[src/flash_selfprog_pkg.sv]
// Package with constants shared by both ends of the flash self-programming link.
package flash_selfprog_pkg;

  // ==========================================================================
  // Control register layout and command codes
  // ==========================================================================
  localparam int unsigned CTRL_W         = 8;
  localparam int unsigned BIT_ENABLE     = 0;
  localparam int unsigned BIT_ERASE      = 1;
  localparam int unsigned BIT_WRITE      = 2;
  localparam int unsigned BIT_CLEAR      = 4;
  localparam logic [5:0]  CMD_LOAD       = 6'h01;
  localparam logic [5:0]  CMD_ERASE      = 6'h03;
  localparam logic [5:0]  CMD_WRITE      = 6'h05;
  localparam logic [5:0]  CMD_CLEAR      = 6'h11;
  localparam logic [CTRL_W-1:0] CTRL_RESET = 8'h00;

  // ==========================================================================
  // Geometry and timing
  // ==========================================================================
  localparam int unsigned ADDR_W         = 16;
  localparam int unsigned DATA_W         = 16;
  localparam int unsigned WORD_W         = 6;
  localparam int unsigned ARM_CYCLES     = 4;
  localparam int unsigned ERASE_TIME_NS  = 4000;
  localparam int unsigned WRITE_TIME_NS  = 4000;
  localparam int unsigned CLOCK_NS       = 5;
  localparam int unsigned ERASE_CYCLES   = ERASE_TIME_NS / CLOCK_NS;
  localparam int unsigned WRITE_CYCLES   = WRITE_TIME_NS / CLOCK_NS;
  localparam int unsigned TIMER_W        = 16;

endpackage : flash_selfprog_pkg

[src/flash_selfprog_if.sv]
// Interface joining the processor-side master and the flash sequencer.
`timescale 1ns/1ps
interface flash_selfprog_if;
  logic        ctrl_wr;
  logic [7:0]  ctrl_wdata;
  logic [7:0]  ctrl_rdata;
  logic        store_prog_instr;
  logic [15:0] addr_pointer;
  logic [15:0] data_register_pair;
  logic        eeprom_busy;
  logic        core_stall;
  logic        busy;

  modport device (
    input  ctrl_wr, ctrl_wdata, store_prog_instr, addr_pointer, data_register_pair,
           eeprom_busy,
    output ctrl_rdata, core_stall, busy
  );
  modport core (
    output ctrl_wr, ctrl_wdata, store_prog_instr, addr_pointer, data_register_pair,
           eeprom_busy,
    input  ctrl_rdata, core_stall, busy
  );
endinterface : flash_selfprog_if

[src/flash_page_selfprog.sv]
// Flash page self-programming sequencer: control register, page buffer, erase and write.
`timescale 1ns/1ps
module flash_page_selfprog #(
  parameter int unsigned WORD_W       = flash_selfprog_pkg::WORD_W,
  parameter int unsigned PAGE_W       = 9,
  parameter int unsigned ERASE_CYCLES = flash_selfprog_pkg::ERASE_CYCLES,
  parameter int unsigned WRITE_CYCLES = flash_selfprog_pkg::WRITE_CYCLES
) (
  // Clock and reset
  input  wire logic                    i_clock,
  input  wire logic                    i_reset_n,
  // Link to the core
  flash_selfprog_if.device             bus,
  // Flash array side
  output logic                         o_erase_pulse,
  output logic                         o_write_pulse,
  output logic [PAGE_W-1:0]            o_page_addr,
  output logic [WORD_W-1:0]            o_rd_index,
  output logic [15:0]                  o_rd_data,
  input  wire logic [WORD_W-1:0]       i_rd_index
);

  localparam int unsigned DEPTH = 1 << WORD_W;
  localparam int unsigned TW    = flash_selfprog_pkg::TIMER_W;

  // ==========================================================================
  // State and storage
  // ==========================================================================
  typedef enum logic [2:0] {
    ST_IDLE  = 3'b001,
    ST_ERASE = 3'b010,
    ST_WRITE = 3'b100
  } seq_state_t;

  seq_state_t               state_reg;
  seq_state_t               state_next;
  logic [7:0]               ctrl_reg;
  logic [7:0]               ctrl_next;
  logic [2:0]               arm_reg;
  logic [TW-1:0]            timer_reg;
  logic [15:0]              buf_mem [DEPTH];
  logic [DEPTH-1:0]         valid_reg;
  logic [PAGE_W-1:0]        page_reg;
  logic                     loading_reg;
  logic [15:0]              rd_reg;
  logic [WORD_W-1:0]        rd_index_reg;

  // ==========================================================================
  // Command decode
  // ==========================================================================
  wire [5:0] low_code   = bus.ctrl_wdata[5:0];
  // Control writes are refused while an operation runs or the EEPROM is busy.
  wire       wr_ok      = bus.ctrl_wr & ~bus.eeprom_busy & (state_reg == ST_IDLE);
  wire       code_valid = (low_code == flash_selfprog_pkg::CMD_LOAD)
                        | (low_code == flash_selfprog_pkg::CMD_ERASE)
                        | (low_code == flash_selfprog_pkg::CMD_WRITE)
                        | (low_code == flash_selfprog_pkg::CMD_CLEAR);
  wire       armed      = ctrl_reg[flash_selfprog_pkg::BIT_ENABLE] & (state_reg == ST_IDLE);
  // A store is honoured only while armed; an unarmed store does nothing.
  wire       fire       = armed & bus.store_prog_instr & ~bus.eeprom_busy;
  wire [5:0] armed_code = ctrl_reg[5:0];
  wire       do_erase   = fire & (armed_code == flash_selfprog_pkg::CMD_ERASE);
  wire       do_write   = fire & (armed_code == flash_selfprog_pkg::CMD_WRITE);
  wire       do_load    = fire & (armed_code == flash_selfprog_pkg::CMD_LOAD);
  wire       do_clear   = wr_ok & (low_code == flash_selfprog_pkg::CMD_CLEAR);
  // Erase and write take the page only from the page-index field.
  wire [PAGE_W-1:0] ptr_page = bus.addr_pointer[WORD_W+1 +: PAGE_W];
  // Byte bit zero is ignored; word field selects the slot, any order.
  wire [WORD_W-1:0] ptr_word = bus.addr_pointer[WORD_W:1];
  wire       timer_done = (timer_reg == '0);
  wire       op_done    = (state_reg != ST_IDLE) & timer_done;
  // The arm counter restarts on each accepted control write, so a store that comes
  // later than four cycles finds the enable bit already cleared.
  wire       arm_expire = armed & (arm_reg == 3'(flash_selfprog_pkg::ARM_CYCLES - 1));
  wire       discard    = bus.eeprom_busy & loading_reg;
  wire       wipe       = do_clear | (op_done & (state_reg == ST_WRITE)) | discard;

  // ==========================================================================
  // Control register and sequencer
  // ==========================================================================
  always_comb
  begin
    ctrl_next  = ctrl_reg;
    state_next = state_reg;
    if (wr_ok && code_valid && low_code != flash_selfprog_pkg::CMD_CLEAR)
      ctrl_next = {2'b00, low_code};
    else if (fire && !do_erase && !do_write)
      ctrl_next = flash_selfprog_pkg::CTRL_RESET;
    else if (arm_expire && !fire)
      ctrl_next = flash_selfprog_pkg::CTRL_RESET;
    else if (op_done)
      ctrl_next = flash_selfprog_pkg::CTRL_RESET;
    case (state_reg)
      ST_IDLE:
      begin
        if (do_erase)
          state_next = ST_ERASE;
        else if (do_write)
          state_next = ST_WRITE;
      end
      ST_ERASE, ST_WRITE:
      begin
        if (timer_done)
          state_next = ST_IDLE;
      end
      default: state_next = ST_IDLE;
    endcase
  end

  always_ff @(posedge i_clock or negedge i_reset_n)
  begin
    if (!i_reset_n)
    begin
      state_reg <= ST_IDLE;
      ctrl_reg  <= flash_selfprog_pkg::CTRL_RESET;
      arm_reg   <= 3'h0;
      timer_reg <= '0;
      page_reg  <= '0;
    end
    else
    begin
      state_reg <= state_next;
      ctrl_reg  <= ctrl_next;
      arm_reg   <= (wr_ok && code_valid) ? 3'h0 : arm_reg + 3'h1;
      // Loaded with one less than the count, so busy lasts exactly the set cycles.
      // Cycle counts must not exceed two to the power TW or they are cut short.
      if (do_erase)
        timer_reg <= TW'(ERASE_CYCLES - 1);
      else if (do_write)
        timer_reg <= TW'(WRITE_CYCLES - 1);
      else if (!timer_done)
        timer_reg <= timer_reg - 1'b1;
      if (do_erase || do_write)
        page_reg <= ptr_page;
    end
  end

  // ==========================================================================
  // Temporary page buffer
  // ==========================================================================
  // The data pair is only sampled on a load; erase and write never read it.
  always_ff @(posedge i_clock)
  begin
    if (do_load && !valid_reg[ptr_word])
      buf_mem[ptr_word] <= bus.data_register_pair;
  end

  // Valid bits stand in for clearing the array: an invalid slot reads as erased.
  always_ff @(posedge i_clock or negedge i_reset_n)
  begin
    if (!i_reset_n)
    begin
      valid_reg   <= '0;
      loading_reg <= 1'b0;
      rd_reg      <= 16'hffff;
      rd_index_reg <= '0;
    end
    else
    begin
      if (wipe)
      begin
        valid_reg   <= '0;
        loading_reg <= 1'b0;
      end
      else if (do_load)
      begin
        valid_reg[ptr_word] <= 1'b1;
        loading_reg         <= 1'b1;
      end
      // The index is registered with the data so both name the same slot.
      rd_reg <= valid_reg[i_rd_index] ? buf_mem[i_rd_index] : 16'hffff;
      rd_index_reg <= i_rd_index;
    end
  end

  // ==========================================================================
  // Outputs
  // ==========================================================================
  assign bus.busy       = (state_reg != ST_IDLE);
  assign bus.core_stall = (state_reg != ST_IDLE);
  assign bus.ctrl_rdata = ctrl_reg;
  assign o_erase_pulse  = do_erase;
  assign o_write_pulse  = do_write;
  assign o_page_addr    = page_reg;
  assign o_rd_index     = rd_index_reg;
  assign o_rd_data      = rd_reg;

endmodule : flash_page_selfprog

[src/flat_wrapper.sv]
// flat-port wrapper written by rule: the top's interface ports become plain ports
module flash_page_selfprog_flat 
#(
  parameter int unsigned WORD_W       = flash_selfprog_pkg::WORD_W,
  parameter int unsigned PAGE_W       = 9,
  parameter int unsigned ERASE_CYCLES = flash_selfprog_pkg::ERASE_CYCLES,
  parameter int unsigned WRITE_CYCLES = flash_selfprog_pkg::WRITE_CYCLES
)
  (i_clock, i_reset_n, o_erase_pulse, o_write_pulse, o_page_addr, o_rd_index, o_rd_data, i_rd_index, bus_ctrl_wr, bus_ctrl_wdata, bus_store_prog_instr, bus_addr_pointer, bus_data_register_pair, bus_eeprom_busy, bus_ctrl_rdata, bus_core_stall, bus_busy);
  flash_selfprog_if bus_i ();
  input  wire logic i_clock;
  input  wire logic i_reset_n;
  output logic o_erase_pulse;
  output logic o_write_pulse;
  output logic [PAGE_W-1:0] o_page_addr;
  output logic [WORD_W-1:0] o_rd_index;
  output logic [15:0] o_rd_data;
  input  wire logic [WORD_W-1:0] i_rd_index;
  input wire logic [$bits(bus_i.ctrl_wr)-1:0] bus_ctrl_wr;
  input wire logic [$bits(bus_i.ctrl_wdata)-1:0] bus_ctrl_wdata;
  input wire logic [$bits(bus_i.store_prog_instr)-1:0] bus_store_prog_instr;
  input wire logic [$bits(bus_i.addr_pointer)-1:0] bus_addr_pointer;
  input wire logic [$bits(bus_i.data_register_pair)-1:0] bus_data_register_pair;
  input wire logic [$bits(bus_i.eeprom_busy)-1:0] bus_eeprom_busy;
  output wire logic [$bits(bus_i.ctrl_rdata)-1:0] bus_ctrl_rdata;
  output wire logic [$bits(bus_i.core_stall)-1:0] bus_core_stall;
  output wire logic [$bits(bus_i.busy)-1:0] bus_busy;
  assign bus_i.ctrl_wr = bus_ctrl_wr;
  assign bus_i.ctrl_wdata = bus_ctrl_wdata;
  assign bus_i.store_prog_instr = bus_store_prog_instr;
  assign bus_i.addr_pointer = bus_addr_pointer;
  assign bus_i.data_register_pair = bus_data_register_pair;
  assign bus_i.eeprom_busy = bus_eeprom_busy;
  assign bus_ctrl_rdata = bus_i.ctrl_rdata;
  assign bus_core_stall = bus_i.core_stall;
  assign bus_busy = bus_i.busy;
  flash_page_selfprog #(.WORD_W(WORD_W), .PAGE_W(PAGE_W), .ERASE_CYCLES(ERASE_CYCLES), .WRITE_CYCLES(WRITE_CYCLES)) u_core (.i_clock(i_clock), .i_reset_n(i_reset_n), .bus(bus_i), .o_erase_pulse(o_erase_pulse), .o_write_pulse(o_write_pulse), .o_page_addr(o_page_addr), .o_rd_index(o_rd_index), .o_rd_data(o_rd_data), .i_rd_index(i_rd_index));
endmodule
[config.mk]
export PLATFORM = sky130hd
export DESIGN_NAME = flash_page_selfprog_flat
export DESIGN_NICKNAME = d
export VERILOG_FILES = /design/src/flash_selfprog_pkg.sv /design/src/flash_selfprog_if.sv /design/src/flash_page_selfprog.sv /design/src/flat_wrapper.sv
export SDC_FILE = /design/constraint.sdc
export NUM_CORES = 1
export LEC_CHECK = 0
export BUFFER_PORTS_ARGS = -buffer_cell sky130_fd_sc_hd__buf_4
export CORE_MARGIN = 10
export CORE_UTILIZATION = 50
export CTS_CLUSTER_SIZE = 25
export DETAILED_ROUTE_END_ITERATION = 12
export PLACE_DENSITY_LB_ADDON = 0.2
export SYNTH_ARGS = -nofsm -noshare
export SYNTH_HDL_FRONTEND = slang
export SYNTH_SLANG_ARGS = --single-unit
[constraint.sdc]
create_clock -name i_clock -period 6.3 [get_ports i_clock]
set_input_delay 0.315 -clock i_clock [delete_from_list [all_inputs] [get_ports i_clock]]
set_output_delay 0.315 -clock i_clock [all_outputs]
set_load 0.05 [all_outputs]
Yosys cells after proc, flatten, opt, wreduce, memory -nomap -nowiden
Memory sizes are Yosys's and may differ from the RTL's.
Cells that the tools add are included.
Widths: inputs -> output; s select.
- bits in latches: 0
- input bits: 51
- logic and storage cells: 93
- bits in registers: 126
- memories: 1
- bits in writable memories: 1024
- bits in read-only memories: 0
- div/mod/pow operators: 0
- multiplexer cells: 25
- bitwise operators: 20
- order comparisons: 3
- add/subtract/negate cells: 2
- eq/ne operators: 16
- multiply operators: 0
- shift operators: 0
- reductions and logical operators: 17
- memories (memory ; words ; width ; read ports ; clocked after Yosys merged registers in ; write ports ; line ; RTL):
    u_core.buf_mem ; 64 ; 16 ; 1 ; 0 ; 1 ; flash_page_selfprog.sv:41 ; logic [15:0] buf_mem [DEPTH];
- operators by type and width (operator ; count):
    $mux 64 ; 2
    $mux 16 ; 4
    $or 64x64->64 ; 1
    $mux 8 ; 4
    $logic_not 16->1 ; 1
    $sub 16x1->16 const B ; 1
    $lt 6x7->1 const B ; 2
    $and 1x1->1 ; 13
    $bmux 1 s6 ; 2
    $eq 6x1->1 const B ; 2
    $eq 6x2->1 const B ; 2
    $eq 6x3->1 const B ; 2
    $mux 3 ; 4
    $ne 3x1->1 const B ; 3
    $logic_and 1x1->1 ; 7
    $mux 1 ; 7
    $demux 1 s6 ; 1
    $eq 3x2->1 const B ; 2
    $eq 6x5->1 const B ; 1
    $ge 6x1->1 const B ; 1
    $ne 6x5->1 const B ; 1
    $pmux 3 s2 ; 1
    $or 1x1->1 ; 5
    $logic_not 1->1 ; 4
    10 further kinds ; 10

Longest topological paths before layout
- word-level depth: 10
- depth in mapped cells: 10
- mapped depth without buffers: 7

Worst setup path before layout
OpenSTA, ideal clock, no wires.
- path kind: input-to-reg
- start point: input bus_addr_pointer[1]
- end point: memory u_core.buf_mem[15][0], enable pin
- arrival time: 3.504 ns
- library setup time: 0.430 ns
- slack: 2.366 ns
- stages on the path: 8
- path buffers: 3
- path through: buf_1 > clkbuf_1 > mux2i_1 > o2bb2ai_1 > o31ai_1 > o221ai_1 > clkbuf_1 > nor4_1
- word-level cells in the longest chain between the ends: 6
- RTL lines (element ; line ; RTL):
    start: declaration ; flat_wrapper.sv:22 ; input wire logic [$bits(bus_i.addr_pointer)-1:0] bus_addr_pointer;
    $bmux 1 s6 ; flash_page_selfprog.sv:144 ; if (do_load && !valid_reg[ptr_word])
    $mux 1 (not written as such) ; flash_page_selfprog.sv:144 ;
    $logic_not 1->1 ; flash_page_selfprog.sv:144 ;
    $logic_and 1x1->1 ; flash_page_selfprog.sv:144 ;
    $mux 1 ; flash_page_selfprog.sv:144 ;
    $mux 1 (not written as such) ; flash_page_selfprog.sv:145 ; buf_mem[ptr_word] <= bus.data_register_pair;
    end: declaration ; flash_page_selfprog.sv:41 ;
Several ways; a longest one is shown, not always the timed one. The select of a mux whose other input is x is not followed.

Final worst setup path
- start point: register u_core.state_reg[0]
- end point: memory u_core.buf_mem[39][8], enable pin
- word-level cells in the longest chain between the ends: 8
- RTL lines (element ; line ; RTL):
    start: declaration ; flash_page_selfprog.sv:35 ; seq_state_t state_reg;
    start signal: assignment ; flash_page_selfprog.sv:122 ; state_reg <= state_next;
    $eq 3x1->1 ; flash_page_selfprog.sv:58 ; wire armed = ctrl_reg[flash_selfprog_pkg::BIT_ENABLE] & (state_reg == ST_IDLE);
    $and 1x1->1 ; flash_page_selfprog.sv:58 ;
    $and 1x1->1 (2 in a row) ; flash_page_selfprog.sv:60 ; wire fire = armed & bus.store_prog_instr & ~bus.eeprom_busy;
    $and 1x1->1 ; flash_page_selfprog.sv:64 ; wire do_load = fire & (armed_code == flash_selfprog_pkg::CMD_LOAD);
    $logic_and 1x1->1 ; flash_page_selfprog.sv:144 ;
    $mux 1 ; flash_page_selfprog.sv:144 ;
    $mux 1 (not written as such) ; flash_page_selfprog.sv:145 ;
Every way passes these cells.

==> metrics.txt <==
die outline area=roughly 100,000 um2; clock network latency to the later pin of the worst-skew pair=~0.67 ns; final HPWL from detailed placement=between 60,000 and 70,000 um; Port Buffer Count=88; largest delay contributor family on the critical path=simple AND/OR/NAND/NOR gates; clock-pin slew on the worst setup and hold paths=0.06 ns; largest vdd supply drop=between 0.3 and 0.4 mV; Crit-path slowest cell=nor2_1; total overflow reported by the global router=0; clock buffer count from CTS=115; met2 demand-to-capacity share in global routing=around 34%; leading cell types by total area after synthesis=edfxtp_1, mux4_2, dfrtp_1; CP max FO=16; number of remaining DRC errors=0; count of H-tree levels built during CTS=3; TritonCTS clock tree=built; Total Wirelength=107,000 um; mean instance size in the synthesized netlist=between 15 and 20 um2; Worst R2R Start=u_core.state_reg[0]$_DFFE_PN1P_; Synth cell types=66; count of clock tree sinks=roughly 1,100; routed length per instance=between 20 and 30 um; pin count of the biggest net entering global routing=99; commonest non-fill, non-tap cell in the layout=edfxtp_1; R2R Setup Slk=between 2 and 2.5 ns; number of instances in the synthesized netlist=2,274; Synth-to-Final Area Change=13.6%; via count=approximately 23,000; dominant cell type by area after synthesis=edfxtp_1; length in cells of the worst reg-to-reg path=6; share of the synthesized area in the top cell type=68.6%; outcome=finished clean; hold slack=0.0418 ns; number of synthesized register bits=1,148; # setup viols final=0; type of destination of the critical path=flip-flop; setup total negative slack=0 ns; number of cells on the worst hold path=1; required time reported for the critical path endpoint=6.64 ns; total routing usage reported by global routing=just over 20%; antenna viol nets, final=0; met1 Use GR=between 20% and 30%; number of detailed-routing iterations run before antenna repair=5; RSZ-0062 raised after global routing=false; Die H=approximately 320 um; number of global-route vias before repair=between 20,000 and 25,000; final number of hold-violating endpoints=0; relative slew slack=about 18%; endpoint of the worst register-to-register path=u_core.buf_mem[39][8]$_DFFE_PP_; core area=between 80,000 and 90,000 um2; transition at the pin with the smallest max-transition slack=about 1.2 ns; power density relative to cell area=slightly above 300 nW/um2; Clock Path Buffers=3; # Max-Cap Violations=0; number of enable-type register cells in the synthesized netlist=between 1,000 and 1,500; starting density of the core=about half; most used cells in the layout excluding fill and tap cells=edfxtp_1, mux4_2, buf_4, a21oi_1, a22oi_1; width of the chip=between 300 and 400 um; Fmax achieved=roughly 260 MHz; GP Congestion=about 0.87; met3 Resource Use GR=roughly 4.0%; wire length of the first global-routing pass=approximately 160,000 um; Hold Startpoint=i_rd_index[0]; worst hold path class=input port to flip-flop; max-slew violation total from the final report=0; minimum clock period after layout=3.84 ns; nature of the critical path startpoint=flip-flop; non-filler cells, final=between 3,000 and 4,000; share of the yosys chip area belonging to registers=75.6%; row count=roughly 110; most repeated library cell on the critical path=nor2_1; ys flop type=edfxtp_1; cells traversed along the worst timing path=nor3b_1 -> nand4_1 -> nor2_1 -> nand2_1 -> nor2_1 -> buf_4; root cell of the clock tree=clkbuf_16; Crit path largest cell delay=around 0.65 ns; CP bufs+invs=1; count of yosys warnings during synthesis=0; Final #Nets=about 2,500; share of final-layout standard cells stronger than drive strength 1=26.4%; static leakage=16.6 nW; number of flip-flops in the largest register=slightly above 1,000; Netlist Area Pre-Place=between 40,000 and 50,000 um2; drt initial violations=about 2,300; IO Count=94; Clock Skews=approximately 0.013 ns; GRT Max-Usage Layer=met2; Tcrit/Tclk final=61.0%; worst hold path endpoint=u_core.o_rd_index[0]$_DFF_PN0_; number of cells after detailed placement=3,479; endpoint arrival time on the critical path=roughly 4.2 ns; start-to-end type of the worst setup path=flip-flop to flip-flop; vias per inst=a little over 6; antenna violations before repair=3; share of flip-flops with an asynchronous set or reset after synthesis=approximately 11%
## area by class of cell
| class | count | area (um2) |
|---|---|---|
| Sequential cell | 1148 | 33900 |
| Timing Repair Buffer | 194 | 1560 |
| Tap cell | 1165 | 1460 |
| Antenna cell | 2 | 5.00 |
| Multi-Input combinational cell | 974 | 10400 |
| Clock inverter | 63 | 467 |
| Clock buffer | 148 | 3040 |
| Inverter | 15 | 56.3 |
| Fill cell | 6555 | 37700 |
## logic make-up after synthesis
kind of cell | share of synthesized area [%]
multiplexers | 14.1
adder cells (fa/ha/maj) | 0.112
AO/OA/AOI/OAI | 4.91
buffers and inverters | 1.50
XOR/XNOR | 0.196
flip-flops | 75.6
other | 0.00837
AND/OR/NAND/NOR | 3.51
## layer usage
metal,up-vias,share of wire (%)
met5,-,0
met4,0,2.4
met3,161,7.4
met2,929,49
met1,12200,41
li1,9732,-
## Yosys cell counts (17+ instances only)
cell and instances:
edfxtp_1 1024, mux4_2 269, a21oi_1 135, a22oi_1 134
nor2_1 131, dfrtp_1 107, clkbuf_1 59, nand2_1 57
buf_2 46, nor4_1 36, o21ai_0 23, buf_1 22
dfstp_2 17, nor3_1 17
## how the worst max path moves through the flow
stage	from	endpoint	slack [ns]	cells past startpoint
after floorplan	bus_addr_pointer[1]	u_core.buf_mem[15][0]$_DFFE_PP_	2.37	8
after global placement	u_core.state_reg[0]$_DFFE_PN1P_	u_core.buf_mem[37][6]$_DFFE_PP_	2.60	6
after detailed placement	u_core.state_reg[0]$_DFFE_PN1P_	u_core.buf_mem[39][8]$_DFFE_PP_	2.53	6
after CTS	u_core.state_reg[0]$_DFFE_PN1P_	u_core.buf_mem[39][5]$_DFFE_PP_	2.50	6
after global routing	u_core.state_reg[0]$_DFFE_PN1P_	u_core.buf_mem[39][9]$_DFFE_PP_	2.22	6
final	u_core.state_reg[0]$_DFFE_PN1P_	u_core.buf_mem[39][8]$_DFFE_PP_	2.46	6
## where the power goes
group	total, mW	internal (mW)	switching, mW	leakage, nW
Combinational	0.925	0.323	0.602	4.09
Sequential	8.44	8.37	0.0718	10.8
Clock	6.38	3.63	2.74	1.72
Total	15.7	12.3	3.42	16.6
## through the flow
| stage | power, mW | setup slack [ns] | util, % | cell area [um2] |
|---|---|---|---|---|
| 3_5_place_dp | 9.52 | 2.53 | 53.3 | 47200 |
| 3_3_place_gp | 9.48 | 2.60 | 53.3 | 47200 |
| 2_1_floorplan | 9.13 | 2.37 | - | 44800 |
| 6_report | 15.7 | 2.46 | 57.4 | 50900 |
| 5_1_grt | 16.2 | 2.22 | 57.4 | 50900 |
| 4_1_cts | 15.9 | 2.50 | 57.4 | 50900 |
## what timing repair did
| item | 4_1_cts | 5_1_grt |
|---|---|---|
| hold endpoints to repair | 72 | 0 |
| setup buffers | 0 | 0 |
| resized for setup | 0 | 0 |
| hold buffers | 17 | 0 |
Power figures use the tool's default switching activity.
